===== config.mk =====
export PLATFORM = sky130hd
export DESIGN_NAME = sfas_decoder
export DESIGN_NICKNAME = d
export VERILOG_FILES = /design/src/design/sfas_pkg.sv /design/src/design/sfas_reg_file.sv /design/src/design/sfas_sync.sv /design/src/design/sfas_decoder.sv
export SDC_FILE = /design/constraint.sdc
export NUM_CORES = 1
export LEC_CHECK = 0
export BUFFER_PORTS_ARGS = -buffer_cell sky130_fd_sc_hd__buf_2
export CAP_MARGIN = 10
export CORE_MARGIN = 2
export CORE_UTILIZATION = 42
export CTS_BUF_LIST = sky130_fd_sc_hd__clkbuf_16
export DETAILED_ROUTE_END_ITERATION = 12
export PLACE_DENSITY = 0.58
export SLEW_MARGIN = 20
export SYNTH_ARGS = -nofsm -noshare
export SYNTH_HDL_FRONTEND = slang
export SYNTH_SLANG_ARGS = --single-unit

===== constraint.sdc =====
create_clock -name clk -period 9.1 [get_ports clk]
set_input_delay 1.82 -clock clk [delete_from_list [all_inputs] [get_ports clk]]
set_output_delay 1.82 -clock clk [all_outputs]
set_load 0.02 [all_outputs]

===== src/design/sfas_pkg.sv =====
// Package with addresses, field positions and reset values of the shared-address decoder.
package sfas_pkg;
    localparam logic [11:0] ADDR_TIMER4_PERIOD = 12'hF77;
    localparam logic [11:0] ADDR_CONV_ONE = 12'hFC1;
    localparam logic [11:0] ADDR_CONV_ZERO = 12'hFC2;
    localparam logic [11:0] ADDR_TIMER2_PERIOD = 12'hFCB;
    localparam logic [11:0] ADDR_TIMER2_COUNT = 12'hFCC;
    localparam logic [11:0] ADDR_TIMER1_CONTROL = 12'hFCD;
    localparam logic [11:0] ADDR_TIMER1_LOW = 12'hFCE;
    localparam logic [11:0] ADDR_TIMER1_HIGH = 12'hFCF;
    localparam logic [11:0] ADDR_OSC_CONTROL = 12'hFD3;
    localparam logic [11:0] ADDR_WATCHDOG = 12'hFC0;
    localparam logic [11:0] ADDR_SERIAL_ADDRESS = 12'hFC8;
    localparam logic [11:0] ADDR_PARPORT_HIGH = 12'hF69;
    localparam logic [11:0] ADDR_PARPORT_LOW = 12'hF68;
    localparam int SHARED_COUNT = 9;
    localparam int BIT_REG_LOW_POWER = 7;
    localparam int BIT_SUPPLY_STATUS = 6;
    localparam int BIT_ALT_SELECT = 4;
    localparam int BIT_SOFT_WATCHDOG = 0;
    localparam logic [7:0] WATCHDOG_WRITE_MASK = 8'h91;
    localparam logic [7:0] REG_RESET = 8'h00;
    localparam logic [3:0] MASK_MODE_CODE = 4'h9;
    typedef enum logic [0:0] {
        SFAS_BANK_DEFAULT = 1'b0,
        SFAS_BANK_ALTERNATE = 1'b1
    } sfas_bank_type;
endpackage


===== src/design/sfas_reg_file.sv =====
// Small register memory holding the default and alternate shared registers.
`timescale 1ns/10ps
module sfas_reg_file
    import sfas_pkg::*;
(
    input wire logic clk,
    input wire logic reset_n,
    input wire logic writeEn,
    input wire logic [4:0] writeIndex,
    input wire logic [7:0] writeData,
    input wire logic [4:0] readIndex,
    output logic [7:0] readData_r
);
    logic [7:0] storeMem [0:31];

    // Every entry clears at reset so reads of untouched registers are defined.
    genvar gi;
    generate
        for (gi = 0; gi < 32; gi++) begin : gEntry
            always_ff @(posedge clk) begin
                if (!reset_n) begin
                    storeMem[gi] <= REG_RESET;
                end else if (writeEn && writeIndex == 5'(gi)) begin
                    storeMem[gi] <= writeData;
                end
            end
        end
    endgenerate

    // Read data is registered, so data appears one cycle after the request.
    always_ff @(posedge clk) begin
        if (!reset_n) begin
            readData_r <= REG_RESET;
        end else begin
            readData_r <= storeMem[readIndex];
        end
    end
endmodule // sfas_reg_file


===== src/design/sfas_sync.sv =====
// Two-flop synchroniser for a level arriving from outside the clock domain.
`timescale 1ns/10ps
module sfas_sync
    import sfas_pkg::*;
(
    input wire logic clk,
    input wire logic reset_n,
    input wire logic asyncIn,
    output logic syncOut_r
);
    logic stageOne_r;

    // The first stage is read only by the second one.
    always_ff @(posedge clk) begin
        if (!reset_n) begin
            stageOne_r <= 1'b0;
            syncOut_r <= 1'b0;
        end else begin
            stageOne_r <= asyncIn;
            syncOut_r <= stageOne_r;
        end
    end
endmodule // sfas_sync


===== src/design/sfas_decoder.sv =====
// Shared special-function-register address decoder with the watchdog control register.
//
// What this block does
// - With the select bit clear, shared addresses reach only their default register.
// - With the select bit set, shared addresses reach only their alternate register.
// - The select bit is read/write at bit 4 of watchdog control and clears at reset.
// - Nine addresses are shared between a default and an alternate register.
// - The alternate memory-control register exists only in the larger pin variant.
// - Slave address and address mask sit behind one address, picked by serial mode.
// - Parallel address pair and second output pair are one storage, used by port mode.
// - Bit 6 of watchdog control is a read-only supply status flag.
// - Bits 5 and 3 to 1 of watchdog control ignore writes and read zero.
// - Bit 7 is regulator low power and bit 0 software watchdog, both read/write, reset 0.
// - The select bit holds until software changes it; software checks it before use.
// - Unused addresses are unimplemented and read zero.
`timescale 1ns/10ps
module sfas_decoder
    import sfas_pkg::*;
#(
    parameter bit LARGE_VARIANT = 1'b1
) (
    input wire logic clk,
    input wire logic reset_n,
    input wire logic accessEn,
    input wire logic writeEn,
    input wire logic [11:0] address,
    input wire logic [7:0] writeData,
    input wire logic [3:0] serialModeBits,
    input wire logic parallelSlaveMode,
    input wire logic coreSupplyOk,
    output logic [7:0] readData_r,
    output logic readValid_r,
    output logic alternateSelect_r,
    output logic regulatorLowPower_r,
    output logic softwareWatchdogEnable_r,
    output logic [15:0] parallelPortWord_r,
    output logic [7:0] serialSlaveAddress_r,
    output logic [7:0] serialAddressMask_r
);
    sfas_bank_type bank;
    logic supplyStatus;
    logic sharedHit;
    logic [3:0] sharedSlot;
    logic slotPresent;
    logic [4:0] storeIndex;
    logic storeWrite;
    logic [7:0] storeData;
    logic maskSelected;
    logic [1:0] readSource_r;
    logic [1:0] readSource_nxt;
    logic [7:0] localData_r;
    logic [7:0] localData_nxt;
    logic [7:0] watchdogImage;
    logic [7:0] storeReadData;

    // The supply comparator lives in the analog domain, so it is synchronised.
    sfas_sync uSupplySync (
        .clk(clk),
        .reset_n(reset_n),
        .asyncIn(coreSupplyOk),
        .syncOut_r(supplyStatus)
    );

    // Bank choice follows only the select bit and changes nothing else.
    assign bank = alternateSelect_r ? SFAS_BANK_ALTERNATE : SFAS_BANK_DEFAULT;

    // Map the nine shared addresses to slots; others fall out of this path.
    always_comb begin
        sharedHit = 1'b1;
        sharedSlot = 4'h0;
        case (address)
            ADDR_OSC_CONTROL: sharedSlot = 4'h0;
            ADDR_TIMER1_HIGH: sharedSlot = 4'h1;
            ADDR_TIMER1_LOW: sharedSlot = 4'h2;
            ADDR_TIMER1_CONTROL: sharedSlot = 4'h3;
            ADDR_TIMER2_COUNT: sharedSlot = 4'h4;
            ADDR_TIMER2_PERIOD: sharedSlot = 4'h5;
            ADDR_CONV_ZERO: sharedSlot = 4'h6;
            ADDR_CONV_ONE: sharedSlot = 4'h7;
            ADDR_TIMER4_PERIOD: sharedSlot = 4'h8;
            default: sharedHit = 1'b0;
        endcase
    end

    // The alternate memory-control slot is absent in the small variant and reads zero.
    assign slotPresent = !(sharedSlot == 4'h5 && bank == SFAS_BANK_ALTERNATE
        && !LARGE_VARIANT);

    // The bank bit picks one entry of the pair, so the other is never touched.
    assign storeIndex = {bank, sharedSlot};
    assign storeWrite = accessEn && writeEn && sharedHit && slotPresent;
    assign storeData = writeData;

    sfas_reg_file uStore (
        .clk(clk),
        .reset_n(reset_n),
        .writeEn(storeWrite),
        .writeIndex(storeIndex),
        .writeData(storeData),
        .readIndex(storeIndex),
        .readData_r(storeReadData)
    );

    // The serial mode code, not the select bit, picks mask or address.
    assign maskSelected = (serialModeBits == MASK_MODE_CODE);

    // Watchdog control as seen by a read; unimplemented bits are zero.
    always_comb begin
        watchdogImage = 8'h00;
        watchdogImage[BIT_REG_LOW_POWER] = regulatorLowPower_r;
        watchdogImage[BIT_SUPPLY_STATUS] = supplyStatus;
        watchdogImage[BIT_ALT_SELECT] = alternateSelect_r;
        watchdogImage[BIT_SOFT_WATCHDOG] = softwareWatchdogEnable_r;
    end

    // Writable watchdog bits; only masked bits take write data.
    always_ff @(posedge clk) begin
        if (!reset_n) begin
            alternateSelect_r <= 1'b0;
            regulatorLowPower_r <= 1'b0;
            softwareWatchdogEnable_r <= 1'b0;
        end else if (accessEn && writeEn && address == ADDR_WATCHDOG) begin
            alternateSelect_r <= writeData[BIT_ALT_SELECT] & WATCHDOG_WRITE_MASK[BIT_ALT_SELECT];
            regulatorLowPower_r <= writeData[BIT_REG_LOW_POWER];
            softwareWatchdogEnable_r <= writeData[BIT_SOFT_WATCHDOG];
        end
    end

    // Serial slave address and mask are two registers behind one address.
    always_ff @(posedge clk) begin
        if (!reset_n) begin
            serialSlaveAddress_r <= REG_RESET;
            serialAddressMask_r <= REG_RESET;
        end else if (accessEn && writeEn && address == ADDR_SERIAL_ADDRESS) begin
            if (maskSelected) begin
                serialAddressMask_r <= writeData;
            end else begin
                serialSlaveAddress_r <= writeData;
            end
        end
    end

    // One physical pair serves as address or second output data; mode only
    // changes how the port uses it, so storage ignores the mode.
    always_ff @(posedge clk) begin
        if (!reset_n) begin
            parallelPortWord_r <= 16'h0000;
        end else if (accessEn && writeEn && address == ADDR_PARPORT_HIGH) begin
            parallelPortWord_r[15:8] <= writeData;
        end else if (accessEn && writeEn && address == ADDR_PARPORT_LOW) begin
            parallelPortWord_r[7:0] <= writeData;
        end
    end

    // Read source: 0 none, 1 shared store, 2 local register.
    always_comb begin
        readSource_nxt = 2'h0;
        localData_nxt = 8'h00;
        if (accessEn && !writeEn) begin
            if (sharedHit && slotPresent) begin
                readSource_nxt = 2'h1;
            end else if (address == ADDR_WATCHDOG) begin
                readSource_nxt = 2'h2;
                localData_nxt = watchdogImage;
            end else if (address == ADDR_SERIAL_ADDRESS) begin
                readSource_nxt = 2'h2;
                localData_nxt = maskSelected ? serialAddressMask_r : serialSlaveAddress_r;
            end else if (address == ADDR_PARPORT_HIGH) begin
                readSource_nxt = 2'h2;
                localData_nxt = parallelPortWord_r[15:8];
            end else if (address == ADDR_PARPORT_LOW) begin
                readSource_nxt = 2'h2;
                localData_nxt = parallelPortWord_r[7:0];
            end
        end
    end

    // Stage one registers the source; store data arrives at the same time.
    always_ff @(posedge clk) begin
        if (!reset_n) begin
            readSource_r <= 2'h0;
            localData_r <= 8'h00;
        end else begin
            readSource_r <= readSource_nxt;
            localData_r <= localData_nxt;
        end
    end

    // Stage two presents the answer; unused addresses read zero.
    always_ff @(posedge clk) begin
        if (!reset_n) begin
            readData_r <= 8'h00;
            readValid_r <= 1'b0;
        end else begin
            readValid_r <= readSource_r != 2'h0;
            case (readSource_r)
                2'h1: readData_r <= storeReadData;
                2'h2: readData_r <= localData_r;
                default: readData_r <= 8'h00;
            endcase
        end
    end

    // Checks on the decode and the control bits.
    chk_select_reset: assert property (@(posedge clk) !reset_n |=> !alternateSelect_r)
        else $error("select bit not clear after reset");
    chk_select_hold: assert property (@(posedge clk) disable iff (!reset_n)
        !(accessEn && writeEn && address == ADDR_WATCHDOG) |=> $stable(alternateSelect_r))
        else $error("select bit changed without a write");
    chk_select_write: assert property (@(posedge clk) disable iff (!reset_n)
        accessEn && writeEn && address == ADDR_WATCHDOG |=>
        alternateSelect_r == $past(writeData[BIT_ALT_SELECT]))
        else $error("select bit did not take written value");
    chk_unimpl_zero: assert property (@(posedge clk) disable iff (!reset_n)
        accessEn && !writeEn && address == ADDR_WATCHDOG ##2 1'b1 |->
        (readData_r & 8'h2E) == 8'h00)
        else $error("unimplemented watchdog bits read nonzero");
    chk_default_bank: assert property (@(posedge clk) disable iff (!reset_n)
        storeWrite && !alternateSelect_r |-> !storeIndex[4])
        else $error("default bank write went to alternate entry");
    chk_alternate_bank: assert property (@(posedge clk) disable iff (!reset_n)
        storeWrite && alternateSelect_r |-> storeIndex[4])
        else $error("alternate bank write went to default entry");
    chk_unused_zero: assert property (@(posedge clk) disable iff (!reset_n)
        accessEn && !writeEn && address == 12'hFD4 |-> ##2 (readData_r == 8'h00 && !readValid_r))
        else $error("unused address read nonzero");
    chk_mask_select: assert property (@(posedge clk) disable iff (!reset_n)
        accessEn && writeEn && address == ADDR_SERIAL_ADDRESS && maskSelected |=>
        $stable(serialSlaveAddress_r))
        else $error("mask-mode write disturbed slave address");
    chk_small_variant: assert property (@(posedge clk) disable iff (!reset_n)
        !LARGE_VARIANT && alternateSelect_r && address == ADDR_TIMER2_PERIOD |-> !storeWrite)
        else $error("memory-control write in small variant");
    chk_read_latency: assert property (@(posedge clk) disable iff (!reset_n)
        accessEn && !writeEn && address == ADDR_WATCHDOG |-> ##2 readValid_r)
        else $error("watchdog control read missing");

    cov_alt_write: cover property (@(posedge clk) storeWrite && alternateSelect_r);
    cov_default_read: cover property (@(posedge clk) readValid_r && !alternateSelect_r);
    cov_mask_write: cover property (@(posedge clk) accessEn && writeEn && maskSelected);
endmodule // sfas_decoder


[Yosys cells after proc, flatten, opt, wreduce, memory -nomap -nowiden]
Memory sizes are Yosys's and may differ from the RTL's. A register that Yosys moved wholly into a read port is not among the register bits.
Index checks and enable logic that the tools add are counted.
Word-level totals
  output and inout port bits: 44
  logic and storage cells: 292
  memories kept: 1
  bits in writable memories: 256
  bits in registers: 56
Cells by class
  equal/unequal tests: 47
  multiplexer cells: 143
  reductions and logical operators: 50
  bitwise gates (word level): 36
Memory list
  uStore.storeMem: depth 32, bits a word 8, read ports 1, clocked after Yosys merged registers in 1, wr ports 32, RTL line sfas_reg_file.sv:14  | logic [7:0] storeMem [0:31];
Operators with widths (count)
  $mux W8: 37
  $eq A12 B12 Y1 const B: 13
  $mux W1: 100
  $eq A5 B5 Y1 const B: 16
  $eq A5 B4 Y1 const B: 8
  $logic_and A1 B1 Y1: 39
  $or A1 B1 Y1: 32
  $pmux W4 S8: 1
  $eq A5 B3 Y1 const B: 4
  $pmux W8 S2: 1
  $eq A5 B2 Y1 const B: 2
  $reduce_or A9 Y1: 1
  $mux W2: 4
  $reduce_and A2 Y1: 4
  $eq A5 B1 Y1 const B: 1
  $logic_not A5 Y1: 1
  $eq A4 B4 Y1 const B: 1
  $not A1 Y1: 4
  $reduce_or A4 Y1: 1
  $reduce_or A3 Y1: 1
  $eq A2 B1 Y1 const B: 1
  $eq A2 B2 Y1 const B: 1
  $logic_not A1 Y1: 2
  $reduce_bool A2 Y1: 1

[Logic depth before layout (Yosys ltp)]
Gate-level depths: netlist of run 1.
  word-level depth: 9
  depth in mapped cells: 9

[By module]
Synthesis of run 1 repeated with hierarchy kept, for this count alone.
Second synthesis, totals
  cells, all modules: 1065
  area, all modules: 14691.6 sq um
By module, submodules not included
  sfas_reg_file: area an instance 12155.4 sq um, cells each 796, times used 1
  sfas_decoder: area an instance 2483.6 sq um, cells each 265, times used 1
  sfas_sync: area an instance 52.6 sq um, cells each 4, times used 1

[Worst setup path before layout of run 1]
OpenSTA, ideal clock, no wires.
  path kind: in2reg
  start: in address[3]
  end: mem uStore.storeMem[22][0] (enable)
  arrival: 4.069 ns
  path buffers: 3
  stages on the path: 7
  slack: 4.647 ns
  required time: 8.716 ns
  library setup time: 0.384 ns
  cells stage by stage: clkbuf_1 -> xor2_1 -> nor4_2 -> buf_2 -> buf_2 -> nand2_1 -> o21ai_0
RTL lines
  start: declaration: RTL line sfas_decoder.sv:26  | input wire logic [11:0] address,
  end: declaration: RTL line sfas_reg_file.sv:14

==> flow_metrics.tcl, run 1 <==
set metrics [dict create \
    status "completed" \
    holdCritPathClass "reg2reg" \
    cts_tree "done" \
    power_density_nw_per_um2 203 \
    internal_power_mw 1.86 \
    wl_met1_mm 11.4 \
    power.clock.fraction_pct 45.8 \
    endpoint_kind "flop" \
    detail_route.wirelength_mm 26.1 \
    avgSynthCellArea_sq_um 11.9 \
    synth.largest_area_cell "edfxtp_1" \
    fin_nets 960 \
    yosysMostFrequentCell "nor2_1" \
    die_y_um 157 \
    path_cells "buf_2, nand4b_1, nor4_4, buf_4, nand2_1, o21ai_0, buf_4" \
    dpl_worst_slack_ns 3.97 \
    switchingPower_mw 0.487 \
    crit_top_cell "buf_4" \
    ys_ff_latch 236 \
    drt_iter0_drc 650 \
    dr.pass1.iters 7 \
    path_buf_inv 3 \
    root_buffer "clkbuf_16" \
    syn_area_sq_um 9860 \
    fillers 2138 \
    finalNonFillerCells 1265 \
    synthCells 832 \
    io_buffers 72 \
    coreArea_sq_um 23300 \
    cts_setup_buffers 0 \
    cp_slowest_stage_delay_ns 0.75 \
    place.gp.congestion 0.846 \
    n_antenna_cell 0 \
    synth_edf_count 172 \
    wl_met2_mm 12.6 \
    grt_overflow 0 \
    dp_hpwl_mm 17.3 \
    synth_cell_types 51 \
    crit_fanout 46 \
    grt_pass1_wl_mm 40.2 \
    setup_viol 0 \
    slew_headroom_pct 27.9 \
    rsz0062_at_grt "false" \
    cap_violations 0 \
    async_flop_share_pct 0 \
    cts_sinks 236 \
    htree_levels 1 \
    cp.arrival_ns 4.77 \
    crit_type "in2reg" \
    p_leak_nw 3.92 \
    ant_nets 0 \
    finish.instance_area_sq_um 11600 \
    slowest_stage "o21ai_0" \
    hold_viol 0 \
    top_layer "met4" \
    netlist_top_cells_area "edfxtp_1 (52%), dfxtp_1 (13%), nor2_1 (7.7%)" \
    dpl_cell_area_sq_um 10700 \
    worst_pin_slew_ns 1.08 \
    post-route-util_pct 49.8 \
    die-area_sq_um 24700 \
    layout-drive-gt1-share_pct 16.2 \
    fin_crit_sh_pct 49.9 \
    fin_crit_ns 4.54 \
    ys_seq_area_share_pct 65.4 \
    p_comb_share_pct 3.0 \
    synth_top_area_share_pct 52.4 \
    layout_setup_ws_ns 4.56 \
    skew_ns 0.00506 \
    clkTransAtPathRegs_ns 0.06 \
    area_delta_synth_final_pct 17.6 \
    wire_per_inst_um 20.7 \
    cts_buffers 27 \
    via_per_inst 5.51 \
    vias 6967 \
    rows 56 \
    synth_ff_type "edfxtp_1" \
    cp_top_family "simple AND/OR/NAND/NOR gates" \
    track_usage_pct 21.4 \
    max_freq_mhz 220 \
    peakVddDrop_v 0.000148 \
    cp.required_ns 9.33 \
    drc 0 \
    yosys_warnings 0 \
    crit_path_start_kind "input port" \
    placedCellCount 1217 \
    finalSetupTns_ns 0 \
    start_util_pct 42.4 \
    seqPwrFrac_pct 51.2 \
    antenna_found_initial 0 \
    cts_resized 0 \
    ioPinCount 74 \
    ys_top_cells_by_count "nor2_1 (201), edfxtp_1 (172), dfxtp_1 (64)" \
    holdBufCountCts 0 \
    totalPowerFinal_mw 2.35 \
    swShare_pct 20.7 \
    clockBufferDepth 3 \
    grt_max_degree 47 \
    final_max_slew_viol_count 0 \
    clock_latency_ns 0.52 \
    hold_slack_ns 0.438 \
    die_width_um 157 \
    grt_pass1_vias 6924 \
    wl_met3_mm 1.57 \
]
-- power by group through the flow --
stage / combinational [mW] / clock, mW / sequential, mW
floorplan: 0.0399 / 0 / 1.22
global placement: 0.0693 / 0 / 1.22
detailed placement: 0.0702 / 0 / 1.23
CTS: 0.0707 / 1.09 / 1.20
global route: 0.0774 / 1.14 / 1.21
finish: 0.0711 / 1.08 / 1.20
-- registers in the layout (all words and copies together), names as in the netlist, 2 cells and up --
name                  count
serialSlaveAddress_r      8
localData_r               8
serialAddressMask_r       8
parallelPortWord_r       16
readSource_r              2
uStore.readData_r         8
uStore.storeMem         172
readData_r                8
-- kinds of logic after synthesis --
family / count (synthesis) / synth area share [%]
AND/OR/NAND/NOR: 303 / 13.9
flip-flops: 236 / 65.4
AO/OA/AOI/OAI: 184 / 13.8
buffers and inverters: 67 / 2.59
multiplexers: 36 / 3.65
adder cells (fa/ha/maj): 3 / 0.381
XOR/XNOR: 2 / 0.178
other: 1 / 0.0380
-- final timing paths --
path | from | slack (ns) | cells after the start | endpoint
max | address[4] | 4.56 | 7 | uStore.storeMem[18][5]$_SDFFCE_PN0P_
min | uSupplySync.stageOne_r$_SDFF_PN0_ | 0.44 | 1 | uSupplySync.syncOut_r$_SDFF_PN0_
max reg2reg | alternateSelect_r$_SDFFE_PN0P_ | 6.54 | 4 | uStore.storeMem[17][6]$_SDFFCE_PN0P_
min reg2reg | uSupplySync.stageOne_r$_SDFF_PN0_ | 0.44 | 1 | uSupplySync.syncOut_r$_SDFF_PN0_
-- final cells by class --
type	count	area [sq um]	share of cell area, %
multi-input combinational	556	3290	28.3
tap	319	399	3.44
timing repair buffer	97	548	4.73
sequential	236	6450	55.6
clock inverter	21	205	1.77
clock buffer	27	676	5.83
inverter	9	33.8	0.291
-- layer usage --
| layer | vias to the layer above | global-route usage (%) |
|---|---|---|
| met3 | 40 | 2.73 |
| met5 | - | 0 |
| met1 | 3424 | 29.8 |
| li1 | 3284 | - |
| met2 | 219 | 35.6 |
| met4 | 0 | 5.63 |
-- cells in the final DEF, fill, tap and decap left out, types with 11 or more instances in the layout --
cell type  instances
nor2_1           201
edfxtp_1         172
buf_2             72
dfxtp_1           64
nand2_1           38
a222oi_1          38
mux2i_1           36
a21boi_0          33
a21oi_1           31
conb_1            28
clkbuf_16         27
buf_4             25
o21ai_0           20
o22ai_1           17
a22oi_1           16
nand3_1           15
clkinv_1          11
(Power assumes the default switching activity.)
==> run 2: changes to the inputs <==
Clock period 9.1 ns to 4.61 ns, I/O delays scaled along.
==> flow_metrics.tcl, run 2 (synthesized netlist as in run 1, its figures left out) <==
set metrics [dict create \
    status "completed" \
    worst_pin_slew_ns 0.943 \
    hold_viol 0 \
    hp-start "uSupplySync.stageOne_r$_SDFF_PN0_" \
    cts_sinks 236 \
    skew_ns 0.00946 \
    io_buffers 72 \
    vias 7085 \
    via_per_inst 5.51 \
    setup_viol 0 \
    mostFrequentLayoutCell "nor2_1" \
    htree_levels 1 \
    root_buffer "clkbuf_16" \
    die_y_um 157 \
    track_usage_pct 21.5 \
    clock_latency_ns 0.53 \
    power.clock.fraction_pct 43.8 \
    power_density_nw_per_um2 384 \
    die_width_um 157 \
    rsz0062_at_grt "false" \
    n_antenna_cell 0 \
    layout_common_cells "nor2_1 (201), edfxtp_1 (172), buf_2 (72)" \
    antenna_found_initial 0 \
    cts_tree "done" \
    switchingPower_mw 0.945 \
    fin_nets 980 \
    cap_violations 0 \
    ioPinCount 74 \
    cp.required_ns 4.85 \
    endpoint_kind "flop" \
    fin_crit_sh_pct 72.2 \
    peakVddDrop_v 0.000247 \
    drc 0 \
    fin_crit_ns 3.33 \
    reg_top3 "uStore.storeMem (172), parallelPortWord_r (16)" \
    grt_max_degree 42 \
    dp_hpwl_mm 17.4 \
    internal_power_mw 3.54 \
    regMostFlops "uStore.storeMem" \
    p_comb_share_pct 3.3 \
    cts_buffers 26 \
    holdCritPathClass "reg2reg" \
    finalSetupTns_ns 0 \
    drt_iter0_drc 764 \
    p_leak_nw 4.03 \
    crit_type "in2reg" \
    area_delta_synth_final_pct 18.5 \
    cts_setup_buffers 0 \
    max_freq_mhz 300 \
    swShare_pct 21.1 \
    holdBufCountCts 0 \
    die-area_sq_um 24700 \
    clkTransAtPathRegs_ns 0.06 \
    ant_nets 0 \
    detail_route.wirelength_mm 26.4 \
    crit_path_start_kind "input port" \
    layout-drive-gt1-share_pct 18.0 \
    cts_resized 0 \
    hold_slack_ns 0.432 \
    slew_headroom_pct 36.8 \
    wire_per_inst_um 20.5 \
    rows 56 \
    start_util_pct 42.4 \
    seqPwrFrac_pct 52.9 \
    final_max_slew_viol_count 0 \
    largest_reg_flops 172 \
    grt_pass1_wl_mm 39.8 \
    fillers 2136 \
    grt_overflow 0 \
    grt_pass1_vias 6648 \
    r2r-start "alternateSelect_r$_SDFFE_PN0P_" \
    crit_start "address[3]" \
    coreArea_sq_um 23300 \
    place.gp.congestion 0.881 \
    cp.arrival_ns 3.57 \
    crit_fanout 12 \
    clockBufferDepth 3 \
    dr.pass1.iters 7 \
]
-- run 2: layout make-up --
type	count	area, sq um	area share [%]
inverters	9	33.8	0.289
clock inverters	20	109	0.932
repair buffers	118	706	6.04
flip-flops and latches	236	6450	55.2
multi-input cells	556	3290	28.1
well taps	319	399	3.42
clock buffers	28	701	6.00
-- run 2: power groups by stage --
stage / registers, mW / clock network, mW / logic, mW
floorplan: 2.41 / 0 / 0.0788
global placement: 2.41 / 0 / 0.147
detailed placement: 2.42 / 0 / 0.148
CTS: 2.37 / 2.00 / 0.149
global route: 2.38 / 2.07 / 0.163
finish: 2.37 / 1.96 / 0.148
-- run 2: path summary, 6_finish.rpt --
kind	slack (ns)	end	cells past startpoint
min reg2reg	0.43	uSupplySync.syncOut_r$_SDFF_PN0_	1
max	1.28	uStore.storeMem[16][5]$_SDFFCE_PN0P_	8
max reg2reg	2.09	uStore.storeMem[16][5]$_SDFFCE_PN0P_	4
min	0.43	uSupplySync.syncOut_r$_SDFF_PN0_	1
-- run 2: metrics by stage --
stage,setup slack [ns],utilization (%),power (mW),cell area (sq um),cells
floorplan,1.06,-,2.49,9960,859
global placement,0.862,46.7,2.56,10900,1238
detailed placement,0.783,46.7,2.56,10900,1238
CTS,1.32,50.2,4.52,11700,1286
global route,1.15,50.2,4.61,11700,1286
finish,1.28,50.2,4.48,11700,1286
-- run 2: worst max-delay path: stages --
cell,delay (ns)
buf_2,0.18
nand4bb_1,0.23
or4_1,0.51
o41a_1,0.22
a21oi_1,0.28
nand2_1,0.27
o21ai_0,0.68
buf_4,0.26
-- run 2: routing by layer --
metal	part of all wire (%)	wire, um	vias to the layer above	global-route usage, %
li1	-	-	3322	-
met5	0	0	-	0
met1	45	12000	3485	31.4
met2	46	12200	229	33.4
met3	5.6	1470	49	2.97
met4	2.7	719	0	6.23
